<file path="src/fws_pkg.sv">
// Constants, types and pin bundles for the flash status polling controller
//
// Summary of operation
// - Read status twice, compare toggle bit first.
// - Still toggling: check timing limit, recheck toggling.
// - Toggling after timing limit: fail, write reset.
// - Resumed polling restarts from the first read.
// - Toggle reads never interleave with other sectors.
// - After timing limit, reset command restores reads.
// - Check erase timeout indicator around added erases.
// - Skip indicator checks only with tight spacing.
// - Buffer abort flag needs abort reset sequence.
// - Status reads use a valid operation address.
// - Buffered programming polls last loaded address.
package fws_pkg;

  // ==========================================================================
  // Widths
  localparam int ADDR_W = 26;
  localparam int DATA_W = 16;

  // ==========================================================================
  // Timing at a 20 MHz core clock
  localparam int CLK_NS      = 50;
  localparam int ACCESS_NS   = 100;
  localparam int WE_PULSE_NS = 100;
  localparam int RECOVER_NS  = 50;
  localparam int SYNC_STAGES = 2;
  localparam logic [3:0] RD_CYC  = 4'((ACCESS_NS + CLK_NS - 1) / CLK_NS + SYNC_STAGES);
  localparam logic [3:0] WE_CYC  = 4'((WE_PULSE_NS + CLK_NS - 1) / CLK_NS);
  localparam logic [3:0] REC_CYC = 4'((RECOVER_NS + CLK_NS - 1) / CLK_NS);

  // ==========================================================================
  // Status word bit positions
  localparam int BIT_DATA_POLL      = 7;
  localparam int BIT_FIRST_TOGGLE   = 6;
  localparam int BIT_TIMING_LIMIT   = 5;
  localparam int BIT_ERASE_TIMEOUT  = 3;
  localparam int BIT_SECTOR_TOGGLE  = 2;
  localparam int BIT_BUFFER_ABORT   = 1;

  // ==========================================================================
  // Flash commands
  localparam logic [ADDR_W-1:0] CMD_UNLOCK1_ADDR = 26'h0000555;
  localparam logic [ADDR_W-1:0] CMD_UNLOCK2_ADDR = 26'h00002AA;
  localparam logic [DATA_W-1:0] CMD_UNLOCK1_DATA = 16'h00AA;
  localparam logic [DATA_W-1:0] CMD_UNLOCK2_DATA = 16'h0055;
  localparam logic [DATA_W-1:0] CMD_RESET        = 16'h00F0;

  // ==========================================================================
  // Controller registers (word index on regAddr)
  localparam logic [3:0] REG_CTRL   = 4'h0;
  localparam logic [3:0] REG_ADDR   = 4'h1;
  localparam logic [3:0] REG_WDATA  = 4'h2;
  localparam logic [3:0] REG_STATUS = 4'h3;
  localparam logic [3:0] REG_RDATA  = 4'h4;

  localparam int CTRL_GO     = 0;
  localparam int CTRL_OP_LSB = 1;
  localparam int CTRL_EXPECT = 3;
  localparam int CTRL_STOP   = 4;
  localparam int CTRL_SECSEL = 5;

  localparam int ST_BUSY     = 0;
  localparam int ST_DONE     = 1;
  localparam int ST_FAIL     = 2;
  localparam int ST_ABORT    = 3;
  localparam int ST_READY    = 4;
  localparam int ST_ERASING  = 5;

  // ==========================================================================
  // Types
  typedef enum logic [1:0] {
    OP_READ     = 2'h0,
    OP_WRITE    = 2'h1,
    OP_TOGGLE   = 2'h2,
    OP_DATAPOLL = 2'h3
  } fws_op_t;

  typedef enum logic [2:0] {
    C_IDLE    = 3'b001,
    C_STROBE  = 3'b010,
    C_RECOVER = 3'b100
  } fws_cyc_state_t;

  typedef enum logic [6:0] {
    S_IDLE    = 7'b0000001,
    S_SINGLE  = 7'b0000010,
    S_FIRST   = 7'b0000100,
    S_SECOND  = 7'b0001000,
    S_RECHK1  = 7'b0010000,
    S_RECHK2  = 7'b0100000,
    S_RECOVER = 7'b1000000
  } fws_state_t;

  typedef struct packed {
    logic              write;
    logic [ADDR_W-1:0] addr;
    logic [DATA_W-1:0] data;
  } fws_cyc_req_t;

  typedef struct packed {
    logic [ADDR_W-1:0] addr;
    logic [DATA_W-1:0] dqOut;
    logic              dqOe;
    logic              ceN;
    logic              oeN;
    logic              weN;
  } fws_pins_t;

endpackage : fws_pkg

</file>
<file path="src/fws_bus_cycle.sv">
// One read or write cycle on the parallel flash pins
`timescale 1ns/1ns
module fws_bus_cycle
  import fws_pkg::*;
(
  input  wire logic         core_clk, // 20 MHz clock
  input  wire logic         resetn,   // Async reset, active low
  input  wire logic         req,      // Start a cycle, only while idle
  input  wire fws_cyc_req_t reqInfo,  // Kind, address and write data
  output logic              done,     // One-cycle pulse at cycle end
  output logic [DATA_W-1:0] rdata,    // Data of the last read
  output fws_pins_t         pins,     // Flash pin drive
  input  wire logic [DATA_W-1:0] dqIn // Flash data bus level
);

  fws_cyc_state_t    state;
  logic [3:0]        cnt;
  logic              isWrite;
  logic [DATA_W-1:0] dqMeta;
  logic [DATA_W-1:0] dqSync;

  // ==========================================================================
  // Pin input synchroniser
  always_ff @(posedge core_clk or negedge resetn) begin
    if (!resetn) begin
      dqMeta <= '0;
      dqSync <= '0;
    end else begin
      dqMeta <= dqIn;
      dqSync <= dqMeta;
    end
  end

  // ==========================================================================
  // Sequencing
  always_ff @(posedge core_clk or negedge resetn) begin
    if (!resetn) begin
      state   <= C_IDLE;
      cnt     <= '0;
      isWrite <= 1'b0;
      done    <= 1'b0;
    end else begin
      done <= 1'b0;
      case (state)
        C_IDLE: begin
          if (req) begin
            state   <= C_STROBE;
            isWrite <= reqInfo.write;
            cnt     <= reqInfo.write ? WE_CYC - 4'h1 : RD_CYC - 4'h1;
          end
        end
        C_STROBE: begin
          if (cnt == 4'h0) begin
            state <= C_RECOVER;
            cnt   <= REC_CYC - 4'h1;
          end else begin
            cnt <= cnt - 4'h1;
          end
        end
        C_RECOVER: begin
          if (cnt == 4'h0) begin
            state <= C_IDLE;
            done  <= 1'b1;
          end else begin
            cnt <= cnt - 4'h1;
          end
        end
        default: state <= C_IDLE;
      endcase
    end
  end

  // ==========================================================================
  // Pin drive; strobes rise between cycles so each read is a fresh one
  always_ff @(posedge core_clk or negedge resetn) begin
    if (!resetn) begin
      pins.addr  <= '0;
      pins.dqOut <= '0;
      pins.dqOe  <= 1'b0;
      pins.ceN   <= 1'b1;
      pins.oeN   <= 1'b1;
      pins.weN   <= 1'b1;
    end else if (state == C_IDLE && req) begin
      pins.addr  <= reqInfo.addr;
      pins.dqOut <= reqInfo.data;
      pins.dqOe  <= reqInfo.write;
      pins.ceN   <= 1'b0;
      pins.oeN   <= reqInfo.write;
      pins.weN   <= !reqInfo.write;
    end else if (state == C_STROBE && cnt == 4'h0) begin
      pins.ceN <= 1'b1;
      pins.oeN <= 1'b1;
      pins.weN <= 1'b1;
    end else if (state == C_RECOVER && cnt == 4'h0) begin
      pins.dqOe <= 1'b0;
    end
  end

  // Sampled as the strobe ends, after access time plus synchroniser lag
  always_ff @(posedge core_clk or negedge resetn) begin
    if (!resetn) begin
      rdata <= '0;
    end else if (state == C_STROBE && cnt == 4'h0 && !isWrite) begin
      rdata <= dqSync;
    end
  end

  // ==========================================================================
  // Checks
  property p_weWidth;
    @(posedge core_clk) disable iff (!resetn)
      $fell(pins.weN) |-> (!pins.weN && pins.dqOe)[*2] ##1 pins.weN;
  endproperty
  a_weWidth: assert property (p_weWidth) else $error("write strobe width wrong");

  property p_strobeGap;
    @(posedge core_clk) disable iff (!resetn)
      done |-> pins.ceN && pins.oeN && pins.weN;
  endproperty
  a_strobeGap: assert property (p_strobeGap) else $error("strobes not released between cycles");

endmodule : fws_bus_cycle

</file>
<file path="src/fws_host.sv">
// Host controller that polls flash write and erase status
//
// Our own choices: the plain strobed port and the register addresses.
`timescale 1ns/1ns
module fws_host
  import fws_pkg::*;
(
  input  wire logic              core_clk,     // 20 MHz clock
  input  wire logic              resetn,       // Async reset, active low
  input  wire logic [3:0]        regAddr,      // Register word index
  input  wire logic [31:0]       regWdata,     // Register write data
  input  wire logic              regWr,        // Write strobe
  input  wire logic              regRd,        // Read strobe
  output logic [31:0]            regRdata,     // Read data, cycle after strobe
  output fws_pins_t              flPins,       // Flash pin drive
  input  wire logic [DATA_W-1:0] flDqIn,       // Flash data bus level
  input  wire logic              readyBusyN    // Flash ready, low while busy
);

  fws_state_t        state;
  fws_op_t           op;
  fws_cyc_req_t      cycInfo;
  logic              cycReq;
  logic              cycDone;
  logic [DATA_W-1:0] lastData;
  logic [DATA_W-1:0] prev;
  logic [ADDR_W-1:0] pollAddr;
  logic [DATA_W-1:0] wrData;
  logic              expectBit;
  logic              sectorSel;
  logic              doneFlag;
  logic              failFlag;
  logic              abortFlag;
  logic              stopReq;
  logic [1:0]        step;
  logic              rdyMeta;
  logic              rdySync;
  logic              ctrlWr;
  logic              go;
  fws_op_t           goOp;
  logic              toggled;
  logic              stillBusy;
  logic [1:0]        pollReads;

  // ==========================================================================
  // Cycle engine
  fws_bus_cycle u_cycle (
    .core_clk (core_clk),
    .resetn   (resetn),
    .req      (cycReq),
    .reqInfo  (cycInfo),
    .done     (cycDone),
    .rdata    (lastData),
    .pins     (flPins),
    .dqIn     (flDqIn)
  );

  // ==========================================================================
  // Decode
  assign ctrlWr = regWr && regAddr == REG_CTRL;
  assign go     = ctrlWr && regWdata[CTRL_GO] && state == S_IDLE;
  assign goOp   = fws_op_t'(regWdata[CTRL_OP_LSB +: 2]);

  // Sector toggle bit tells which sectors erase, first toggle bit whether busy
  always_comb begin
    if (sectorSel) begin
      toggled = lastData[BIT_SECTOR_TOGGLE] ^ prev[BIT_SECTOR_TOGGLE];
    end else begin
      toggled = lastData[BIT_FIRST_TOGGLE] ^ prev[BIT_FIRST_TOGGLE];
    end
    if (op == OP_DATAPOLL) begin
      stillBusy = lastData[BIT_DATA_POLL] != expectBit;
    end else begin
      stillBusy = toggled;
    end
  end

  // Reset sequences: plain reset after a timeout, unlocked one after abort
  function automatic fws_cyc_req_t recoverCmd(input logic [1:0] idx, input logic isAbort);
    fws_cyc_req_t r;
    r.write = 1'b1;
    r.addr  = CMD_UNLOCK1_ADDR;
    r.data  = CMD_RESET;
    if (isAbort && idx == 2'h0) begin
      r.data = CMD_UNLOCK1_DATA;
    end else if (isAbort && idx == 2'h1) begin
      r.addr = CMD_UNLOCK2_ADDR;
      r.data = CMD_UNLOCK2_DATA;
    end
    return r;
  endfunction : recoverCmd

  // ==========================================================================
  // Software settings; address frozen while an operation runs
  always_ff @(posedge core_clk or negedge resetn) begin
    if (!resetn) begin
      pollAddr <= '0;
      wrData   <= '0;
    end else if (regWr && state == S_IDLE) begin
      if (regAddr == REG_ADDR) begin
        pollAddr <= regWdata[ADDR_W-1:0];
      end
      if (regAddr == REG_WDATA) begin
        wrData <= regWdata[DATA_W-1:0];
      end
    end
  end

  // Leaving the poll early; the next start begins from a first read
  always_ff @(posedge core_clk or negedge resetn) begin
    if (!resetn) begin
      stopReq <= 1'b0;
    end else if (ctrlWr && regWdata[CTRL_STOP] && state != S_IDLE) begin
      stopReq <= 1'b1;
    end else if (state == S_IDLE) begin
      stopReq <= 1'b0;
    end
  end

  // ==========================================================================
  // Sequencer
  always_ff @(posedge core_clk or negedge resetn) begin
    if (!resetn) begin
      state     <= S_IDLE;
      op        <= OP_READ;
      expectBit <= 1'b0;
      sectorSel <= 1'b0;
      cycReq    <= 1'b0;
      cycInfo   <= '0;
      prev      <= '0;
      step      <= '0;
      doneFlag  <= 1'b0;
      failFlag  <= 1'b0;
      abortFlag <= 1'b0;
    end else begin
      cycReq <= 1'b0;
      case (state)
        S_IDLE: begin
          if (go) begin
            doneFlag  <= 1'b0;
            failFlag  <= 1'b0;
            abortFlag <= 1'b0;
            op        <= goOp;
            expectBit <= regWdata[CTRL_EXPECT];
            sectorSel <= regWdata[CTRL_SECSEL];
            cycReq    <= 1'b1;
            cycInfo   <= '{write: goOp == OP_WRITE, addr: pollAddr, data: wrData};
            state     <= (goOp == OP_READ || goOp == OP_WRITE) ? S_SINGLE : S_FIRST;
          end
        end
        S_SINGLE: begin
          if (cycDone) begin
            doneFlag <= 1'b1;
            state    <= S_IDLE;
          end
        end
        S_FIRST: begin
          if (cycDone) begin
            prev <= lastData;
            if (stopReq) begin
              state <= S_IDLE;
            end else begin
              cycReq        <= 1'b1;
              cycInfo.write <= 1'b0;
              state         <= S_SECOND;
            end
          end
        end
        S_SECOND: begin
          if (cycDone) begin
            prev <= lastData;
            if (stillBusy && lastData[BIT_BUFFER_ABORT]) begin
              abortFlag <= 1'b1;
              step      <= 2'h0;
              cycReq    <= 1'b1;
              cycInfo   <= recoverCmd(2'h0, 1'b1);
              state     <= S_RECOVER;
            end else if (!stillBusy) begin
              doneFlag <= 1'b1;
              state    <= S_IDLE;
            end else if (lastData[BIT_TIMING_LIMIT]) begin
              cycReq <= 1'b1;
              state  <= S_RECHK1;
            end else if (stopReq) begin
              state <= S_IDLE;
            end else begin
              cycReq <= 1'b1;
            end
          end
        end
        S_RECHK1: begin
          if (cycDone) begin
            prev   <= lastData;
            cycReq <= 1'b1;
            state  <= S_RECHK2;
          end
        end
        S_RECHK2: begin
          if (cycDone) begin
            if (stillBusy) begin
              failFlag <= 1'b1;
              step     <= 2'h0;
              cycReq   <= 1'b1;
              cycInfo  <= recoverCmd(2'h0, 1'b0);
              state    <= S_RECOVER;
            end else begin
              doneFlag <= 1'b1;
              state    <= S_IDLE;
            end
          end
        end
        S_RECOVER: begin
          if (cycDone) begin
            if (abortFlag && step != 2'h2) begin
              step    <= step + 2'h1;
              cycReq  <= 1'b1;
              cycInfo <= recoverCmd(step + 2'h1, 1'b1);
            end else begin
              doneFlag <= 1'b1;
              state    <= S_IDLE;
            end
          end
        end
        default: state <= S_IDLE;
      endcase
    end
  end

  // ==========================================================================
  // Ready pin synchroniser and register reads
  always_ff @(posedge core_clk or negedge resetn) begin
    if (!resetn) begin
      rdyMeta <= 1'b0;
      rdySync <= 1'b0;
    end else begin
      rdyMeta <= readyBusyN;
      rdySync <= rdyMeta;
    end
  end

  always_ff @(posedge core_clk or negedge resetn) begin
    if (!resetn) begin
      regRdata <= '0;
    end else if (regRd) begin
      case (regAddr)
        REG_ADDR:   regRdata <= 32'(pollAddr);
        REG_WDATA:  regRdata <= 32'(wrData);
        REG_RDATA:  regRdata <= 32'(lastData);
        REG_STATUS: begin
          regRdata              <= '0;
          regRdata[ST_BUSY]     <= state != S_IDLE;
          regRdata[ST_DONE]     <= doneFlag;
          regRdata[ST_FAIL]     <= failFlag;
          regRdata[ST_ABORT]    <= abortFlag;
          regRdata[ST_READY]    <= rdySync;
          regRdata[ST_ERASING]  <= lastData[BIT_ERASE_TIMEOUT];
        end
        default:    regRdata <= '0;
      endcase
    end else begin
      regRdata <= '0;
    end
  end

  // ==========================================================================
  // Checks
  always_ff @(posedge core_clk or negedge resetn) begin
    if (!resetn) begin
      pollReads <= '0;
    end else if (go) begin
      pollReads <= '0;
    end else if (cycDone && (state == S_FIRST || state == S_SECOND) && pollReads != 2'h3) begin
      pollReads <= pollReads + 2'h1;
    end
  end

  property p_twoReads;
    @(posedge core_clk) disable iff (!resetn)
      $rose(doneFlag) && !failFlag && !abortFlag && (op == OP_TOGGLE || op == OP_DATAPOLL)
        |-> pollReads >= 2'h2;
  endproperty
  a_twoReads: assert property (p_twoReads) else $error("poll finished before two reads");

  property p_recheck;
    @(posedge core_clk) disable iff (!resetn)
      state == S_RECHK1 && $past(state) == S_SECOND |-> lastData[BIT_TIMING_LIMIT];
  endproperty
  a_recheck: assert property (p_recheck) else $error("recheck without timing limit");

  property p_failReset;
    @(posedge core_clk) disable iff (!resetn)
      state == S_RECOVER && cycReq && !abortFlag |-> cycInfo.write && cycInfo.data == CMD_RESET;
  endproperty
  a_failReset: assert property (p_failReset) else $error("fail path not writing reset");

  property p_restart;
    @(posedge core_clk) disable iff (!resetn)
      go && (goOp == OP_TOGGLE || goOp == OP_DATAPOLL) |=> state == S_FIRST && cycReq;
  endproperty
  a_restart: assert property (p_restart) else $error("poll did not restart at first read");

  property p_sameAddr;
    @(posedge core_clk) disable iff (!resetn)
      cycReq && !cycInfo.write && state != S_SINGLE |-> cycInfo.addr == pollAddr;
  endproperty
  a_sameAddr: assert property (p_sameAddr) else $error("status read moved to other address");

  property p_failRecover;
    @(posedge core_clk) disable iff (!resetn)
      $rose(failFlag) |-> state == S_RECOVER ##[1:20] (state == S_IDLE && doneFlag);
  endproperty
  a_failRecover: assert property (p_failRecover) else $error("reset after timeout not completed");

  property p_abortSeq;
    @(posedge core_clk) disable iff (!resetn)
      $rose(abortFlag) |-> state == S_RECOVER && cycInfo.data == CMD_UNLOCK1_DATA
        ##[1:60] (state == S_IDLE && doneFlag);
  endproperty
  a_abortSeq: assert property (p_abortSeq) else $error("abort reset sequence wrong");

  property p_busyRead;
    @(posedge core_clk) disable iff (!resetn)
      state == S_SECOND && cycDone && !stillBusy |=> state == S_IDLE && doneFlag;
  endproperty
  a_busyRead: assert property (p_busyRead) else $error("completion not reported");

endmodule : fws_host

</file>
<file path="config.mk">
export PLATFORM = sky130hd
export DESIGN_NAME = fws_host
export DESIGN_NICKNAME = d
export VERILOG_FILES = /design/src/fws_pkg.sv /design/src/fws_bus_cycle.sv /design/src/fws_host.sv
export SDC_FILE = /design/constraint.sdc
export NUM_CORES = 1
export LEC_CHECK = 0
export ABC_CLOCK_PERIOD_IN_PS = 3000
export BUFFER_PORTS_ARGS = -buffer_cell sky130_fd_sc_hd__buf_2
export CAP_MARGIN = 20
export CORE_ASPECT_RATIO = 0.8
export CORE_MARGIN = 2
export CORE_UTILIZATION = 57
export DETAILED_ROUTE_END_ITERATION = 12
export GPL_TIMING_DRIVEN = 0
export PLACE_DENSITY = 0.77
export REMOVE_ABC_BUFFERS = 1
export SKIP_CTS_REPAIR_TIMING = 1
export SLEW_MARGIN = 20
export SYNTH_ARGS = -nofsm -noshare
export SYNTH_HDL_FRONTEND = slang
export SYNTH_SLANG_ARGS = --single-unit
</file>
<file path="constraint.sdc">
create_clock -name core_clk -period 3 [get_ports core_clk]
set_clock_uncertainty 0.1 [all_clocks]
set_input_delay 0.75 -clock core_clk [delete_from_list [all_inputs] [get_ports core_clk]]
set_output_delay 0.75 -clock core_clk [all_outputs]
set_load 0.02 [all_outputs]
</file>
==> flow_summary.toml <==
[critical_path]
cp-start-kind = "register"
crit_arrival_ns = 3.17
ff2ff_setup_slack_ns = 0.11
r2r_start = "state[1]"
endpoint_kind = "register"
critPathMaxFanout = 16
worstPathRequired_ns = 3.28
worst-r2r-cell-count = 7
r2r-end = "cycInfo[1]"
path_class = "register to register"

[yosys]
synthFlopType = "dfrtp_1"
ys_ff_latch = 236
synthCells = 778
yosysTopAreaCellShare = 0.614
yosysTopAreaCell = "dfrtp_1"
synth_edf_count = 0
seq_area_frac_synth = 0.628
yosysUniqueCellTypes = 63
synth_area_um2 = 9410
yosys_warnings = 0
syn_avg_cell_area_um2 = 12.1
synth_area_leaders = "dfrtp_1 61%, mux2_2 7.7%, nand2_1 6.3%, a22o_1 2.2%, a222oi_1 1.7%"
async_flop_share = 1.00

[die]
io_pins = 135
die_w_um = 148
core_area_um2 = 16000
fp.dieArea_um2 = 17600
start_util = 0.590
die_y_um = 119
rows = 41

[clock_network]
cts_tree = "done"
htree_levels = 1
clk_latency_ns = 0.50
cts_root_buf = "clkbuf_16"
cts.sinks = 236
clockBufferDepth = 3
clk_pin_slew_ns = 0.06
numCtsBuffers = 23

[global_routing]
grt_pass1_vias = 6198
grt_pass1_wl_mm = 32.9
grt_overflow_total = 0
track_usage = 0.235
grt_max_degree = 102
antenna_found_initial = 0

[pwr]
pwr_density_cell_nw_per_um2 = 878
finalPower_mw = 9.79
combPwrFrac = 0.240
switching_share = 0.296
switchingPower_mw = 2.90
power_frac_clock = 0.312
peakVddDrop_uv = 562
p_seq_frac = 0.448
p_int_mw = 6.89
p_leak_nw = 5.71

[drt]
ant_nets = 0
drt_iter0_drc = 486
dr.pass1.iters = 5
drc = 0
routed_via_density = 5.62
via_count = 6343
wl_mm = 20.6
wl_per_cell_um = 18.2

[finish]
final_common_cell = "dfrtp_1"
final_nets = 960
n_antenna_cell = 0
fin_area_um2 = 11200
syn_to_final_growth_pct = 18.5
stdcell_count = 1129
final_cell_mix = "230 x dfrtp_1, 159 x nand2_1, 122 x buf_2"
final.fill_count = 1157
drive_above_1_share = 0.303

[placement]
postPlaceCellArea_um2 = 10300
io_buffers = 122
finalWeightedCongestion = 0.946
dp_hpwl_mm = 13.7
placed_cells = 1081

[timing]
fmax_mhz = 346
hold_viol = 0
rsz0062_at_grt = "false"
final-setup-viol-count = 0
tns_ns = 0
tightest_slew_ns = 0.967
fin_crit_sh = 0.962
max_slew_margin = 0.354
fin_hold_ws_ns = 0.0898
final_max_slew_viol_count = 0
period_needed_ns = 2.89

[status]
outcome = "completed"

[min_path]
min_path_type = "primary input to async pin"

[job]
cap_violations = 0
power groups by stage:
stage / sequential [mW] / clock [mW] / combinational [mW]
global route: 4.47 / 3.24 / 2.57
finish: 4.38 / 3.05 / 2.35
detailed placement: 4.43 / 0 / 2.23
floorplan: 4.43 / 0 / 1.39
CTS: 4.37 / 3.10 / 2.24
global placement: 4.39 / 0 / 2.06
how the worst max path moves through the flow:
stage | endpoint | start | depth (start not counted)
after floorplan | pollAddr[0] | regAddr[3] | 5
after global placement | u_cycle.cnt[3] | resetn | 1
after detailed placement | wrData[5] | regAddr[0] | 5
after CTS | cycInfo[1] | state[5] | 7
after global routing | cycInfo[1] | state[1] | 7
final | cycInfo[1] | state[1] | 7
logic make-up after synthesis:
logic type | count (synthesis) | synth area share
AO/OA/AOI/OAI | 118 | 0.0932
XOR/XNOR | 9 | 0.00838
flip-flops | 236 | 0.628
adder cells (fa/ha/maj) | 5 | 0.00665
AND/OR/NAND/NOR | 254 | 0.122
multiplexers | 85 | 0.104
buffers and inverters | 70 | 0.0374
other | 1 | 0.000399
final cells by class:
type,count,area (um2),share of cell area
well taps,215,269,0.0241
clock buffers,30,652,0.0585
repair buffers,139,866,0.0776
multi-input cells,478,3220,0.288
clock inverters,11,161,0.0145
flip-flops and latches,236,5910,0.530
inverters,20,75.1,0.00673
cell usage after synthesis, drive strengths merged, types with 6 or more instances:
library cell,number
a21oi,29
clkbuf,28
nand2,159
nor3,8
xnor2,6
a222oi,16
buf,22
and3,14
inv,20
o21ai,26
a22o,24
mux2i,12
nand2b,7
mux2,73
dfrtp,231
nand3,7
nor2,30
through the flow:
stage / setup slack, ns / utilization
final: 0.113 / 0.699
after global routing: 0.0172 / 0.699
after CTS: -0.0705 / 0.696
after detailed placement: -0.178 / 0.645
after global placement: -2.94 / 0.629
after floorplan: -0.350 / -
critical path, stage by stage, from the launching register on:
cell,delay [ns]
dfrtp_1,0.46
or4_1,0.57
or4b_4,0.53
a31oi_2,0.22
a221oi_2,0.10
o2111ai_4,0.22
buf_16,0.21
mux2_2,0.33
flip-flops by register name, summed over array words and instances (netlist names), 2 cells and up:
name	flops
cycInfo	43
op	2
pollAddr	26
prev	2
regRdata	26
state	7
step	2
u_cycle.cnt	4
u_cycle.dqMeta	16
u_cycle.dqSync	16
u_cycle.pins	46
u_cycle.rdata	16
u_cycle.state	3
wrData	16
per-layer routing:
layer	wire, um	global-route usage
met1	9160	0.342
met2	9540	0.375
met3	1520	0.0425
met4	349	0.0505
met5	0	0
Note: power is estimated with default switching activity, not from simulation.
